--- src/core/burst_sram_pkg.sv ---
// Shared constants for the burst static memory bank controller
package burst_sram_pkg;
   localparam int ADDR_W       = 32;
   localparam int DATA_W       = 32;
   localparam int BANK_HI      = 20;
   localparam int BANK_LO      = 18;
   localparam int LW_LO        = 2;
   localparam int LW_HI        = 3;
   localparam int MEM_HI       = 17;
   localparam int MEM_AW       = MEM_HI - LW_LO + 1;
   localparam int CNT_W        = 2;
   localparam int FIFO_DEPTH   = 8;
   localparam logic [2:0] BANK_MATCH_RST = 3'h0;
   localparam logic [1:0] CNT_RST        = 2'h0;
   localparam logic [1:0] SIZE_LONG      = 2'h0;
   localparam logic [1:0] SIZE_BYTE      = 2'h1;
   localparam logic [1:0] SIZE_WORD      = 2'h2;
   localparam logic [1:0] SIZE_TRIPLE    = 2'h3;
   localparam logic [1:0] LW_ALIGNED     = 2'h0;
   localparam logic [DATA_W-1:0] DATA_RST = 32'h0000_0000;
   // Bus phases of one cycle, counted from the first strobe-low cycle
   typedef enum logic [1:0] {
      PH_IDLE,
      PH_FIRST,
      PH_SECOND,
      PH_BURST
   } phase_t;
endpackage

--- src/core/burst_sram_bank_control.sv ---
// Bank controller: decode, byte-lane writes, termination, burst addressing
//
// Summary of operation
// Fast variant: burst of four words, first two clocks in, then one each.
// Single non-burst read completes in two clock periods.
// Decode bank window on address bits 18 to 20; ignore other addresses.
// Byte-lane selects only on bank writes, per size and low address bits.
// Lanes 3..0 cover data bits 31-24, 23-16, 15-8, 7-0.
// Byte-lane selects gated by asserted address strobe.
// Read buffer enable gated by strobe; memory chips always enabled.
// Read termination comes straight from the address decode.
// Writes qualified by one-clock delayed strobe, lasting three clocks.
// Termination and burst acknowledge assert together.
// Sole responder: acknowledge held permanently asserted; the code does so only with BURST_GUARD off.
// Counter preset from long-word address while strobe negated.
// Writes never burst; counter passes the address straight through.
// Burst reads advance the counter each beat after strobe asserts.
// Memory address drivers permanently enabled.
// Optional: withhold acknowledge on wraparound or long-word crossing.
// Pipelined variant registers read data, giving 3-1-1-1 bursts.
// Pipelined variant delays termination one clock for a wait state.
// Pipelined counter waits until the first word is registered.
// Counter wraps modulo four; upper address bits stay put.
`timescale 1ns/1ps
`default_nettype none
module burst_sram_bank_control
   import burst_sram_pkg::*;
#(
   parameter bit         PIPELINED      = 1'b0,
   parameter bit         SOLE_RESPONDER = 1'b0,
   parameter bit         BURST_GUARD    = 1'b1,
   parameter logic [2:0] BANK_MATCH     = BANK_MATCH_RST
) (
   input  wire logic              sys_clk,
   input  wire logic              sys_rst,
   input  wire logic              address_strobe_n,
   input  wire logic              bus_read,
   input  wire logic [ADDR_W-1:0] addr,
   input  wire logic              transfer_size_high,
   input  wire logic              transfer_size_low,
   input  wire logic              burst_request_n,
   input  wire logic [DATA_W-1:0] mem_rd_data,
   input  wire logic              stream_ready,
   output logic                   byte_sel_lane3_n,
   output logic                   byte_sel_lane2_n,
   output logic                   byte_sel_lane1_n,
   output logic                   byte_sel_lane0_n,
   output logic                   read_buffer_enable_n,
   output logic                   sync_cycle_terminate_n,
   output logic                   burst_acknowledge_n,
   output logic      [MEM_AW-1:0] mem_addr,
   output logic                   mem_addr_enable,
   output logic                   mem_enable_n,
   output logic      [DATA_W-1:0] cpu_rd_data,
   output logic                   cpu_rd_data_oe,
   output logic      [DATA_W-1:0] stream_data,
   output logic                   stream_valid
);
   ////////////////////////////////////////////////////////////////////////
   typedef struct packed {
      phase_t            phase;
      logic              hit;
      logic              guard_ok;
      logic              delayed_strobe;
      logic [DATA_W-1:0] data;
   } ctl_state_t;

   ctl_state_t        st_r;
   ctl_state_t        st_nxt;
   logic              strobe;
   logic              hit_now;
   logic [1:0]        size;
   logic [1:0]        a_lo;
   logic [3:0]        lane_hit;
   logic              crosses;
   logic              term;
   logic              stall;
   logic              advance;
   logic              burst_rd;
   logic [CNT_W-1:0]  burst_count_bits;
   logic              fifo_in_ready;

   // Number of bytes moved by one transfer for a given size code
   function automatic logic [2:0] size_bytes(input logic [1:0] sz);
      logic [2:0] n;
      n = 3'h4;
      unique case (sz)
         SIZE_LONG:   n = 3'h4;
         SIZE_BYTE:   n = 3'h1;
         SIZE_WORD:   n = 3'h2;
         SIZE_TRIPLE: n = 3'h3;
      endcase
      return n;
   endfunction

   ////////////////////////////////////////////////////////////////////////
   // Address decode and lane selection
   assign strobe  = !address_strobe_n;
   assign size    = {transfer_size_high, transfer_size_low};
   assign a_lo    = addr[1:0];
   assign hit_now = (addr[BANK_HI:BANK_LO] == BANK_MATCH);

   // Lane 3 holds byte offset 0, lane 0 offset 3
   genvar k;
   generate
      for (k = 0; k < 4; k++) begin : g_lane
         localparam logic [2:0] OFS = 3'(3 - k);
         assign lane_hit[k] = (OFS >= {1'b0, a_lo}) &&
                              (OFS < 3'({1'b0, a_lo} + size_bytes(size)));
      end
   endgenerate

   // Operand running past the end of the long word
   assign crosses = (3'({1'b0, a_lo} + size_bytes(size)) > 3'h4);

   ////////////////////////////////////////////////////////////////////////
   // Cycle sequencing
   always_comb begin
      st_nxt = st_r;
      if (!strobe) begin
         st_nxt.phase          = PH_IDLE;
         st_nxt.hit            = 1'b0;
         st_nxt.delayed_strobe = 1'b0;
      end else begin
         unique case (st_r.phase)
            PH_IDLE: begin
               st_nxt.phase    = PH_FIRST;
               st_nxt.hit      = hit_now;
               // Burst would wrap or the operand straddles long words
               st_nxt.guard_ok = !BURST_GUARD ||
                                 ((addr[LW_HI:LW_LO] == LW_ALIGNED) && !crosses);
            end
            PH_FIRST:  st_nxt.phase = PH_SECOND;
            PH_SECOND: st_nxt.phase = PH_BURST;
            PH_BURST:  st_nxt.phase = PH_BURST;
         endcase
         // Strobe seen one clock earlier within the same cycle
         st_nxt.delayed_strobe = (st_r.phase != PH_IDLE);
      end
      // Data register only frozen while the stream is back-pressured
      if (!stall) begin
         st_nxt.data = mem_rd_data;
      end
   end

   always_ff @(posedge sys_clk) begin
      if (sys_rst) begin
         st_r.phase          <= PH_IDLE;
         st_r.hit            <= 1'b0;
         st_r.guard_ok       <= 1'b0;
         st_r.delayed_strobe <= 1'b0;
         st_r.data           <= DATA_RST;
      end else begin
         st_r <= st_nxt;
      end
   end

   ////////////////////////////////////////////////////////////////////////
   // Termination
   // A full read stream holds off the beat rather than dropping a word
   assign stall    = strobe && bus_read && st_r.hit && !fifo_in_ready;
   assign burst_rd = strobe && bus_read && !burst_request_n && st_r.hit;

   always_comb begin
      term = 1'b0;
      if (strobe && st_r.hit) begin
         if (!bus_read) begin
            term = st_r.delayed_strobe;
         end else if (PIPELINED) begin
            term = st_r.delayed_strobe && !stall;
         end else begin
            term = (st_r.phase != PH_IDLE) && !stall;
         end
      end
   end

   // Pipelined: address leads the data register by one beat
   always_comb begin
      if (PIPELINED) begin
         advance = burst_rd && (st_r.phase != PH_IDLE) && !stall;
      end else begin
         advance = burst_rd && term;
      end
   end

   assign sync_cycle_terminate_n = !term;

   always_comb begin
      if (SOLE_RESPONDER) begin
         // Guard result is only fresh once the first strobe cycle has been decoded
         burst_acknowledge_n = !(!BURST_GUARD ||
                                 (strobe && (st_r.phase != PH_IDLE) && st_r.guard_ok));
      end else begin
         burst_acknowledge_n = !(term && st_r.guard_ok);
      end
   end

   ////////////////////////////////////////////////////////////////////////
   // Burst address generator
   // Address and strobe may arrive on one edge, so the first strobe cycle still loads
   burst_addr_counter u_counter (
      .sys_clk          (sys_clk),
      .sys_rst          (sys_rst),
      .preset           (!strobe || (st_r.phase == PH_IDLE)),
      .base             (addr[LW_HI:LW_LO]),
      .advance          (advance),
      .burst_count_bits (burst_count_bits)
   );

   assign mem_addr        = {addr[MEM_HI:LW_HI+1], burst_count_bits};
   assign mem_addr_enable = 1'b1;
   assign mem_enable_n    = 1'b0;

   ////////////////////////////////////////////////////////////////////////
   // Write lane selects and read buffer
   assign byte_sel_lane3_n = !(strobe && !bus_read && hit_now && lane_hit[3]);
   assign byte_sel_lane2_n = !(strobe && !bus_read && hit_now && lane_hit[2]);
   assign byte_sel_lane1_n = !(strobe && !bus_read && hit_now && lane_hit[1]);
   assign byte_sel_lane0_n = !(strobe && !bus_read && hit_now && lane_hit[0]);

   assign read_buffer_enable_n = !(strobe && bus_read && hit_now);
   assign cpu_rd_data_oe       = !read_buffer_enable_n;
   // Fast variant passes memory straight through to meet two clocks
   assign cpu_rd_data          = PIPELINED ? st_r.data : mem_rd_data;

   ////////////////////////////////////////////////////////////////////////
   // Copy of every terminated read beat for a downstream consumer
   read_stream_fifo #(
      .WIDTH (DATA_W),
      .DEPTH (FIFO_DEPTH)
   ) u_fifo (
      .sys_clk   (sys_clk),
      .sys_rst   (sys_rst),
      .in_data   (cpu_rd_data),
      .in_valid  (term && bus_read),
      .in_ready  (fifo_in_ready),
      .out_data  (stream_data),
      .out_valid (stream_valid),
      .out_ready (stream_ready)
   );
endmodule // burst_sram_bank_control
`default_nettype wire

--- src/core/burst_addr_counter.sv ---
// Two-bit burst long-word address counter with strobe-negated preset
`timescale 1ns/1ps
`default_nettype none
module burst_addr_counter
   import burst_sram_pkg::*;
(
   input  wire logic             sys_clk,
   input  wire logic             sys_rst,
   input  wire logic             preset,
   input  wire logic [CNT_W-1:0] base,
   input  wire logic             advance,
   output logic      [CNT_W-1:0] burst_count_bits
);
   typedef struct packed {
      logic [CNT_W-1:0] cnt;
   } cnt_state_t;

   cnt_state_t st_r;
   cnt_state_t st_nxt;

   always_comb begin
      st_nxt = st_r;
      if (preset) begin
         st_nxt.cnt = base;
      end else if (advance) begin
         st_nxt.cnt = CNT_W'(st_r.cnt + 1'b1);
      end
   end

   always_ff @(posedge sys_clk) begin
      if (sys_rst) begin
         st_r.cnt <= CNT_RST;
      end else begin
         st_r <= st_nxt;
      end
   end

   // Preset acts without waiting for a clock edge, as a buffer would
   assign burst_count_bits = preset ? base : st_r.cnt;
endmodule // burst_addr_counter
`default_nettype wire

--- src/core/read_stream_fifo.sv ---
// Parameterised valid/ready FIFO for the read data stream
`timescale 1ns/1ps
`default_nettype none
module read_stream_fifo #(
   parameter int WIDTH = 32,
   parameter int DEPTH = 8
) (
   input  wire logic             sys_clk,
   input  wire logic             sys_rst,
   input  wire logic [WIDTH-1:0] in_data,
   input  wire logic             in_valid,
   output logic                  in_ready,
   output logic      [WIDTH-1:0] out_data,
   output logic                  out_valid,
   input  wire logic             out_ready
);
   localparam int PW = (DEPTH > 1) ? $clog2(DEPTH) : 1;
   localparam logic [PW:0] FULL_CNT = (PW+1)'(DEPTH);
   localparam logic [PW-1:0] LAST = (PW)'(DEPTH - 1);

   typedef struct packed {
      logic [DEPTH-1:0][WIDTH-1:0] mem;
      logic [PW-1:0]               wr_ptr;
      logic [PW-1:0]               rd_ptr;
      logic [PW:0]                 fill;
   } fifo_state_t;

   fifo_state_t st_r;
   fifo_state_t st_nxt;
   logic        push;
   logic        pop;

   always_comb begin
      st_nxt = st_r;
      push   = in_valid && in_ready;
      pop    = out_valid && out_ready;
      if (push) begin
         st_nxt.mem[st_r.wr_ptr] = in_data;
         st_nxt.wr_ptr = (st_r.wr_ptr == LAST) ? '0 : PW'(st_r.wr_ptr + 1'b1);
      end
      if (pop) begin
         st_nxt.rd_ptr = (st_r.rd_ptr == LAST) ? '0 : PW'(st_r.rd_ptr + 1'b1);
      end
      if (push && !pop) begin
         st_nxt.fill = (PW+1)'(st_r.fill + 1'b1);
      end else if (pop && !push) begin
         st_nxt.fill = (PW+1)'(st_r.fill - 1'b1);
      end
   end

   always_ff @(posedge sys_clk) begin
      if (sys_rst) begin
         st_r <= '0;
      end else begin
         st_r <= st_nxt;
      end
   end

   assign in_ready  = (st_r.fill != FULL_CNT);
   assign out_valid = (st_r.fill != '0);
   assign out_data  = st_r.mem[st_r.rd_ptr];
endmodule // read_stream_fifo
`default_nettype wire

--- config.mk ---
export PLATFORM = sky130hd
export DESIGN_NAME = burst_sram_bank_control
export DESIGN_NICKNAME = d
export VERILOG_FILES = /design/src/core/burst_sram_pkg.sv /design/src/core/burst_sram_bank_control.sv /design/src/core/burst_addr_counter.sv /design/src/core/read_stream_fifo.sv
export SDC_FILE = /design/constraint.sdc
export NUM_CORES = 1
export LEC_CHECK = 0
export ABC_AREA = 1
export BUFFER_PORTS_ARGS = -buffer_cell sky130_fd_sc_hd__buf_2
export CORE_ASPECT_RATIO = 0.8
export CORE_MARGIN = 5
export CORE_UTILIZATION = 59
export DETAILED_ROUTE_END_ITERATION = 8
export HOLD_SLACK_MARGIN = 0.05
export PLACE_DENSITY = 0.84
export SYNTH_ARGS = -nofsm -noshare
export SYNTH_HDL_FRONTEND = slang
export SYNTH_SLANG_ARGS = --single-unit
--- constraint.sdc ---
create_clock -name sys_clk -period 3.03 [get_ports sys_clk]
set_clock_uncertainty 0.15 [all_clocks]
set_input_delay 0.303 -clock sys_clk [delete_from_list [all_inputs] [get_ports sys_clk]]
set_output_delay 0.303 -clock sys_clk [all_outputs]
set_load 0.05 [all_outputs]
Word level (Yosys, flattened, before mapping)
Cells that the tools add are included.
{ "word_totals": {"regBits": 273, "in_bits": 72, "out_inout_bits": 91, "word_cells": 112} }
{ "op_classes": {"n_addsub": 6, "order_cmp": 11, "eq_ne": 9, "mux": 16, "bitwise_logic": 1, "reduce_logical": 53} }
{ "op_table": {"columns": ["op", "n"], "rows": [
  ["256-bit bitwise mux", 1],
  ["32-bit binary-select mux with 3-bit select", 1],
  ["32-bit demux with 3-bit select", 1],
  ["32-bit two-way mux", 2],
  ["1-bit logical AND", 26],
  ["1-bit zero test", 15],
  ["3-bit one-hot mux with 4 select lines", 1],
  ["2-bit == test, second input constant", 4],
  ["3-bit by 4-bit < comparator with 1-bit output, second input constant", 2],
  ["4-bit two-way mux", 2],
  ["3-bit by 1-bit adder with 3-bit output, second input constant", 2],
  ["3-bit == test, second input constant", 2],
  ["2-bit zero test", 3],
  ["1-bit by 3-bit < comparator with 1-bit output, first input constant", 2],
  ["2-bit by 3-bit < comparator with 1-bit output, first input constant", 2],
  ["2-bit two-way mux", 3],
  ["3-bit two-way mux", 2],
  ["2-bit one-hot mux with 3 select lines", 1],
  ["2-bit nonzero test", 3],
  ["4-bit by 1-bit adder with 4-bit output, second input constant", 1],
  ["2-bit by 1-bit == test with 1-bit output, second input constant", 2],
  ["1-bit by 2-bit >= comparator with 1-bit output, first input constant", 2],
  ["4-bit inequality test, second input constant", 1],
  ["4-bit nonzero test", 1],
  ["12 further kinds", 14]
]} }

Longest topological paths before layout
Gate-level depths: netlist (run 1).
{ "depth": {"word_depth": 14, "ltp_mapped": 15, "mapped_depth_nobuf": 14} }

By module
A second synthesis (run 1) with hierarchy kept.
{ "hier_totals": {"cells_unflattened": 2583, "area_unflattened_um2": 15381.0} }
{ "modules_own_cells": {"columns": ["module", "n_inst", "cells_each", "area_per_inst_um2"], "rows": [
  ["read_stream_fifo", 1, 2446, 14485.1],
  ["burst_sram_bank_control", 1, 112, 750.7],
  ["burst_addr_counter", 1, 25, 145.1]
]} }

Worst setup path before layout (run 1)
No wires, ideal clock.
{ "synth_path": {"path_type": "register -> register", "start": "register u_fifo.st_r[0] in the netlist's numbering", "end": "register u_fifo.st_r[3] in the netlist's numbering", "setup_time_ps": 119, "t_arrival_ps": 2071, "required_ps": 2761, "setup_slack_ps": 690, "path_stages_with_launch": 13, "synth_period_minus_slack_ps": 2340, "path_cell_list": "dfxtp_1 -> nor2_1 -> nand2_1 -> nand2_1 -> ha_1 -> inv_1 -> ha_1 -> a21oi_1 -> nand2_1 -> nand2_1 -> nand2_1 -> nand2_1 -> a21oi_1"} }
{ "synth_rtl": {"columns": ["element", "line_no", "text"], "rows": [
  ["start: declaration", "read_stream_fifo.sv:28", "fifo_state_t st_r;"],
  ["start signal: assignment", "read_stream_fifo.sv:55", "st_r <= st_nxt;"],
  ["4-bit nonzero test *", "read_stream_fifo.sv:60", "assign out_valid = (st_r.fill != '0);"],
  ["via stream_valid", "burst_sram_bank_control.sv:57", "output logic stream_valid"],
  ["1-bit logical AND *", "read_stream_fifo.sv:36", "pop = out_valid && out_ready;"],
  ["1-bit zero test", "read_stream_fifo.sv:44", "if (push && !pop) begin"],
  ["1-bit logical AND", "read_stream_fifo.sv:44", null],
  ["4-bit two-way mux / 2-bit nonzero test (equally long branches)", null, null]
]} }
Mark *: on every way through the listed nets, which the timed path passes. The rest lies on a longest branch. The select of a mux whose other input is x is not followed.
A chain may end at the register's enable or synchronous reset.

Worst setup path in the final report (run 1)
{ "layout_path": {"start": "register u_fifo.st_r[4] in the netlist's numbering", "end": "output stream_data[17]"} }
{ "layout_via": {"elab_chain_len": 2} }
{ "layout_rtl": {"columns": ["element", "line_no", "text"], "rows": [
  ["32-bit binary-select mux with 3-bit select", "read_stream_fifo.sv:61", "assign out_data = st_r.mem[st_r.rd_ptr];"],
  ["32-bit two-way mux (not written as such)", "read_stream_fifo.sv:61", null],
  ["end: declaration", "burst_sram_bank_control.sv:56", "output logic [DATA_W-1:0] stream_data,"]
]} }
Every way passes these cells. The select of a mux whose other input is x is not followed.

==> results of run 1 <==
-- area by class of cell --
cell class | count | share of cell area [%]
timing repair buffer | 163 | 7.43
inverter | 55 | 1.45
sequential | 273 | 36.8
clock inverter | 8 | 0.454
tap | 306 | 2.57
multi-input combinational | 1500 | 45.9
clock buffer | 39 | 5.46
-- routing by layer --
metal,vias to the layer above,GRT usage (%)
met5,-,0
met2,709,45.1
met1,6130,37.9
li1,6437,-
met4,0,9.33
met3,116,4.32
-- synth_stat cells, types with 12 or more instances --
cell type / instances / share of area (%)
dfxtp_1: 273 / 40
o21ai_0: 77 / 2.8
clkbuf_1: 47 / 1.3
inv_1: 52 / 1.4
nand3_1: 264 / 9.7
o22ai_1: 64 / 3.0
a21oi_1: 12 / 0.44
buf_4: 52 / 2.9
buf_2: 81 / 3.0
nor2_1: 601 / 17
nand2_1: 381 / 11
mux2i_1: 64 / 4.7
buf_1: 26 / 0.72
-- kinds of logic after synthesis --
| group | Yosys count |
|---|---|
| adder cells (fa/ha/maj) | 10 |
| other | 2 |
| XOR/XNOR | 5 |
| multiplexers | 64 |
| flip-flops | 273 |
| AO/OA/AOI/OAI | 156 |
| buffers and inverters | 262 |
| AND/OR/NAND/NOR | 1263 |
-- what timing repair did --
action | 4_1_cts | 5_1_grt
hold endpoints to repair | 12 | 0
hold buffers | 9 | 0
gates resized for setup | 0 | 1
endpoints found under the setup margin | 0 | 4
-- flip-flops by register name (all words and copies together), names as in the netlist --
register	cells
u_fifo.st_r	266
st_r	5
u_counter.st_r	2
-- critical path: stages, from the launching register on --
cell and delay [ns]:
dfxtp_4 0.55, buf_4 0.50, o21ai_0 0.17, o22ai_1 0.18
nand2_1 0.08, nand2_1 0.13, buf_2 0.28
-- power by group through the flow --
| stage | clock network [mW] | logic (mW) | registers (mW) |
|---|---|---|---|
| after floorplan | 0 | 2.03 | 3.76 |
| after global placement | 0 | 2.54 | 3.89 |
| after detailed placement | 0 | 2.58 | 3.89 |
| after CTS | 3.34 | 2.60 | 3.81 |
| after global routing | 3.50 | 2.82 | 3.83 |
| final | 3.32 | 2.64 | 3.82 |
-- per-stage QoR --
stage | util, % | hold slack, ns
final | 66.0 | 0.0813
after global routing | 66.0 | 0.112
after CTS | 65.9 | 0.0698
after detailed placement | 61.7 | 0.315
after global placement | 61.7 | 0.307
after floorplan | - | 0.294
-- worst paths after layout --
| check | slack [ns] | to | from |
|---|---|---|---|
| worst max-delay path | 0.13 | stream_data[17] | u_fifo.st_r[4] |
| worst min-delay path | 0.08 | u_fifo.st_r[159] | mem_rd_data[21] |
| worst max register to register | 0.31 | u_fifo.st_r[41] | u_fifo.st_r[0] |
| worst min register to register | 0.33 | u_fifo.st_r[231] | u_fifo.st_r[231] |
==> flow_summary_export.csv, run 1 <==
group,metric,value,unit
place,gp_congestion,0.791,
final_layout,diodes,0,
floorplanning,die_x,179,um
timing,relSlewSlack,3.66,%
critical_path,critPathRequiredTime,2.58,ns
clock_tree,clk_latency,0.53,ns
power_and_ir_drop,p_clk_share,34.0,%
routing,firstDrtPassIters,7,
floorplanning,start_util,60.1,%
critical_path,path_class,"reg2out",
routing,ant_nets,0,
logic_synthesis,yosysSeqAreaShare,40.3,%
critical_path,worst_setup_path_start_kind,"flip-flop",
floorplanning,rows,49,
final_layout,n_fill_cell,1957,
timing,hold_viol,0,
routing,wl,38.4,mm
logic_synthesis,synth-compound-area-share,6.38,%
place,hpwl,21.2,mm
clock_tree,cts_tree,"yes",
clock_tree,cts_buffer_depth,3,
routing,wl_per_cell,16.4,um
logic_synthesis,synth.avg_cell_area,6.66,um^2
logic_synthesis,syn_nets,2117,
logic_synthesis,ys_warn_count,0,
logic_synthesis,yosysUniqueCellTypes,28,
global_route,grt_use_total,27.7,%
power_and_ir_drop,p_switching,3.42,mW
floorplanning,core_area,0.0226,mm^2
final_layout,multiInputGateArea,0.00683,mm^2
timing,finalSetupViolCount,0,
global_route,grt_pass1_wl,61.7,mm
power_and_ir_drop,p_int,6.37,mW
timing,grt_setup_unrepaired,"no",
power_and_ir_drop,power.total,9.79,mW
clock_tree,clock-sinks,273,
logic_synthesis,netlist_instances,2035,
place,port_buffers,121,
logic_synthesis,synth_top_family_by_area,"simple AND/OR/NAND/NOR gates",
clock_tree,h-tree-depth,1,
clock_tree,cts-root-buf,"clkbuf_16",
critical_path,worstRegToRegCells,9,
timing,fmax,0.345,GHz
timing,fin_crit_sh,95.6,%
logic_synthesis,synthAdderAreaFrac,1.03,%
place,place_ws,0.534,ns
clock_tree,cts_buffers,26,
routing,met2_length,17.6,mm
floorplanning,floorplan.die_area,0.0261,mm^2
logic_synthesis,async_flop_share,0,%
global_route,grt_pass1_vias,12200,
power_and_ir_drop,peakVddDrop,0.385,mV
routing,maxUsedRoutingLayer,"met4",
final_layout,final_cell_mix,"nor2_1 (597), nand2_1 (381), dfxtp_1 (271)",
routing,wl_met1,15.8,mm
final_layout,final_common_cell,"nor2_1",
job,maxCapViolCount,0,
final_layout,nNetsFinal,2101,
logic_synthesis,synth.cell_area,0.0136,mm^2
final_layout,final_cells,2344,
timing,tightest_slew,1.45,ns
timing,maxSlewViolCount,0,
floorplanning,io_pins,163,
critical_path,crit_fanout,33,
place,dp.cells,2288,
worst_hold_path,hold_path.class,"in2reg",
timing,finalCriticalPeriod,2.90,ns
worst_hold_path,min_delay_path_depth,5,
logic_synthesis,synth_mux_area_share,4.72,%
global_route,antenna_found_initial,0,
routing,via_per_inst,5.71,
final_layout,design_area,0.0149,mm^2
clock_tree,path_clk_slew,0.06,ns
logic_synthesis,ys.flop_type,"dfxtp_1",
final_layout,syn2layout_area_growth,9.78,%
place,placed_area,0.0139,mm^2
logic_synthesis,synth-edff-count,0,
power_and_ir_drop,power_frac_seq,39.0,%
global_route,grt_max_degree,257,
power_and_ir_drop,swShare,34.9,%
clock_tree,post_cts_buffers,0,
routing,vias,13400,
critical_path,cp-end-kind,"output pin",
routing,wl_met3,3.81,mm
critical_path,cp_data_arrival_time,2.44,ns
timing,fin_ws,0.135,ns
logic_synthesis,synth_simple_gate_area_share,37.7,%
power_and_ir_drop,p_leak,6.35,nW
floorplanning,die_h,146,um
final_layout,drive_gt1_share,10.5,%
global_route,overflow,0,
logic_synthesis,ys_ff_latch,273,
timing,fin_tns_setup,0,ns
routing,first_iter_violations,1411,
power_and_ir_drop,p_comb_share,27.0,%
status,status,"finished, final reports clean",
final_layout,ff_latch_area,0.00547,mm^2
power_and_ir_drop,power_density,657,mW/mm^2
routing,drc_errors,0,
logic_synthesis,yosys.area_share.xor_xnor,0.323,%
Note: power is estimated with default switching activity, not from simulation.
==> inputs of run 2 (changes only) <==
ABC_AREA = default   (was 1)
CAP_MARGIN = 20   (was default)
==> run 2 against run 1 <==
First-iteration DRC count shrank 66%. Flip-flop and latch count unchanged. Count of clock-buffer cells in the layout unchanged. Fmax down 0.52%. Cell area shrank 0.29%. Wire length decreased by 27%. Global-route usage down 6.1 points. Synthesized area shrank 0.58%. Worst hold slack worse by 0.019 ns. Worst setup slack worse by 0.015 ns. Die area decreased by 0.55%. Cell count down 35%. Critical path type unchanged. Critical endpoint is now stream_data[1].
==> flow_summary_export.csv, run 2 <==
group,metric,value,unit
status,status,"finished, final reports clean",
global_route,grt_pass1_vias,9023,
logic_synthesis,yosysTopAreaCellShare,40.5,%
final_layout,largest_reg_flops,266,
critical_path,cp_slowest_cell,"dfxtp_2",
logic_synthesis,synthMostInstantiatedCell,"nand2b_1",
final_layout,drive_gt1_share,25.3,%
critical_path,cp_num_buf_inv,2,
global_route,grt_pass1_wl,46.7,mm
logic_synthesis,synth-edff-count,0,
place,port_buffers,121,
final_layout,final_common_cell,"nand2b_1",
power_and_ir_drop,power_density,575,mW/mm^2
logic_synthesis,ys_top_cells_by_area,"dfxtp_1 (41%), mux2i_1 (19%), nand2b_1 (14%)",
floorplanning,floorplan.die_area,0.0260,mm^2
logic_synthesis,yosysSeqAreaShare,40.5,%
logic_synthesis,ys_ff_latch,273,
routing,wl_per_cell,18.4,um
final_layout,fin_util,66.0,%
timing,fin_crit_sh,96.1,%
place,hpwl,17.2,mm
timing,finalSetupViolCount,0,
timing,grt_setup_unrepaired,"no",
final_layout,syn2layout_area_growth,10.1,%
critical_path,cp-end-kind,"output pin",
logic_synthesis,synth.cell_area,0.0135,mm^2
critical_path,slowest_delay,0.76,ns
place,place_ws,0.215,ns
clock_tree,path_clk_slew,0.06,ns
floorplanning,start_util,59.9,%
routing,via_per_inst,5.54,
logic_synthesis,synth_top_area_cell,"dfxtp_1",
routing,vias,8495,
global_route,antenna_found_initial,0,
timing,hold_viol,0,
timing,maxSlewViolCount,0,
critical_path,worst_setup_path_start_kind,"flip-flop",
timing,fin_tns_setup,0,ns
clock_tree,cts_tree,"yes",
logic_synthesis,netlist_instances,1187,
floorplanning,die_h,145,um
floorplanning,die_x,179,um
job,maxCapViolCount,0,
final_layout,nNetsFinal,1291,
timing,finalCriticalPeriod,2.91,ns
critical_path,path_class,"reg2out",
floorplanning,core_area,0.0225,mm^2
final_layout,diodes,0,
timing,whs,0.0622,ns
clock_tree,h-tree-depth,1,
routing,firstDrtPassIters,5,
critical_path,cp_cell_sequence,"buf_12 > mux4_2 > mux2_2 > buf_2",
worst_hold_path,hold_path.class,"in2reg",
clock_tree,cts_buffer_depth,3,
routing,wl,28.2,mm
clock_tree,cts-root-buf,"clkbuf_16",
final_layout,final_cell_mix,"nand2b_1 (291), dfxtp_1 (270), mux2i_1 (259)",
logic_synthesis,async_flop_share,0,%
logic_synthesis,synth_top_cells_by_count,"nand2b_1 (291), dfxtp_1 (273), mux2i_1 (259)",
place,gp_congestion,0.799,
global_route,overflow,0,
logic_synthesis,synth.avg_cell_area,11.4,um^2
floorplanning,io_pins,163,
global_route,grt_max_degree,76,
power_and_ir_drop,p_leak,6.99,nW
clock_tree,clock-sinks,273,
clock_tree,cts_buffers,28,
final_layout,reg.largest.list,"u_fifo.st_r x266, st_r x5, u_counter.st_r x2",
logic_synthesis,yosysUniqueCellTypes,49,
clock_tree,clk_latency,0.53,ns
logic_synthesis,ys.flop_type,"dfxtp_1",
power_and_ir_drop,peakVddDrop,0.562,mV
routing,first_iter_violations,479,
place,placed_area,0.0138,mm^2
timing,fmax,0.344,GHz
critical_path,cp_top_family,"flip-flops",
timing,relSlewSlack,52.6,%
critical_path,critPathRequiredTime,2.58,ns
routing,ant_nets,0,
logic_synthesis,ys_warn_count,0,
timing,fin_ws,0.120,ns
timing,tightest_slew,0.711,ns
final_layout,top_register,"u_fifo.st_r",
global_route,grt_use_total,21.6,%
critical_path,crit_fanout,27,
final_layout,design_area,0.0148,mm^2
routing,drc_errors,0,
logic_synthesis,syn_nets,1269,
floorplanning,rows,49,
critical_path,cp_data_arrival_time,2.46,ns
## run 2: worst register-to-register path, stage by stage (launching register included)
cell,delay [ns]
dfxtp_1,0.36
or4_1,0.58
nand2_1,0.19
ha_1,0.20
inv_1,0.09
ha_1,0.33
a21oi_1,0.20
a211oi_1,0.10
a31oi_1,0.16
mux2_2,0.34
## run 2: path summary, 6_finish.rpt
| kind | start | end | slack, ns | cells past startpoint |
|---|---|---|---|---|
| worst min register to register | u_fifo.st_r[112] | u_fifo.st_r[112] | 0.32 | 2 |
| worst max register to register | u_fifo.st_r[0] | u_fifo.st_r[3] | 0.21 | 9 |
| worst max-delay path | u_fifo.st_r[5] | stream_data[1] | 0.12 | 4 |
| worst min-delay path | mem_rd_data[29] | u_fifo.st_r[167] | 0.06 | 3 |
## run 2: kinds of logic (layout without fill, tap and decap cells)
group	after synthesis	in the layout	share of synthesized area, %
buffers and inverters	172	212	8.14
adders and majority gates	10	10	1.04
DFF	273	273	40.5
other	2	2	0.0557
xor gates and xnor gates	5	5	0.325
AOI/OAI and AO/OA	19	19	0.956
muxes	358	358	32.9
and+or+nand+nor	348	348	16.1
## run 2: repair_timing
item	CTS	global route
gates resized for setup	0	0
endpoints found under the setup margin	11	0
buffers inserted	1	0
hold buffers	7	0
hold endpoints to repair	10	0
## run 2: final cells by class
| type | instances | area [um^2] |
|---|---|---|
| well taps | 306 | 383 |
| fillers | 1663 | 7660 |
| repair buffers | 159 | 1060 |
| clock inverters | 9 | 126 |
| multi-input cells | 742 | 6950 |
| inverters | 5 | 18.8 |
| clock buffers | 39 | 833 |
| flip-flops and latches | 273 | 5470 |
## run 2: metal layers
layer  track usage [%]  up-vias  routed length, um
met5                 0        -                  0
met4              4.68        0                489
met1              30.1     4205              13000
met3              3.36       37               1200
met2              35.8      181              13500
li1                  -     4072                  -
## run 2: metrics by stage
stage / power [mW] / cells
floorplan: 4.79 / 1187
global placement: 5.00 / 1477
detailed placement: 5.02 / 1477
CTS: 8.61 / 1533
global route: 8.86 / 1533
finish: 8.53 / 1533
## run 2: where the power goes
| part | switching (mW) | leakage, nW | internal (mW) | total, mW |
|---|---|---|---|---|
| sequential | 0.110 | 2.20 | 3.63 | 3.74 |
| combinational | 0.665 | 4.31 | 0.563 | 1.23 |
| clock | 1.40 | 0.479 | 2.16 | 3.56 |
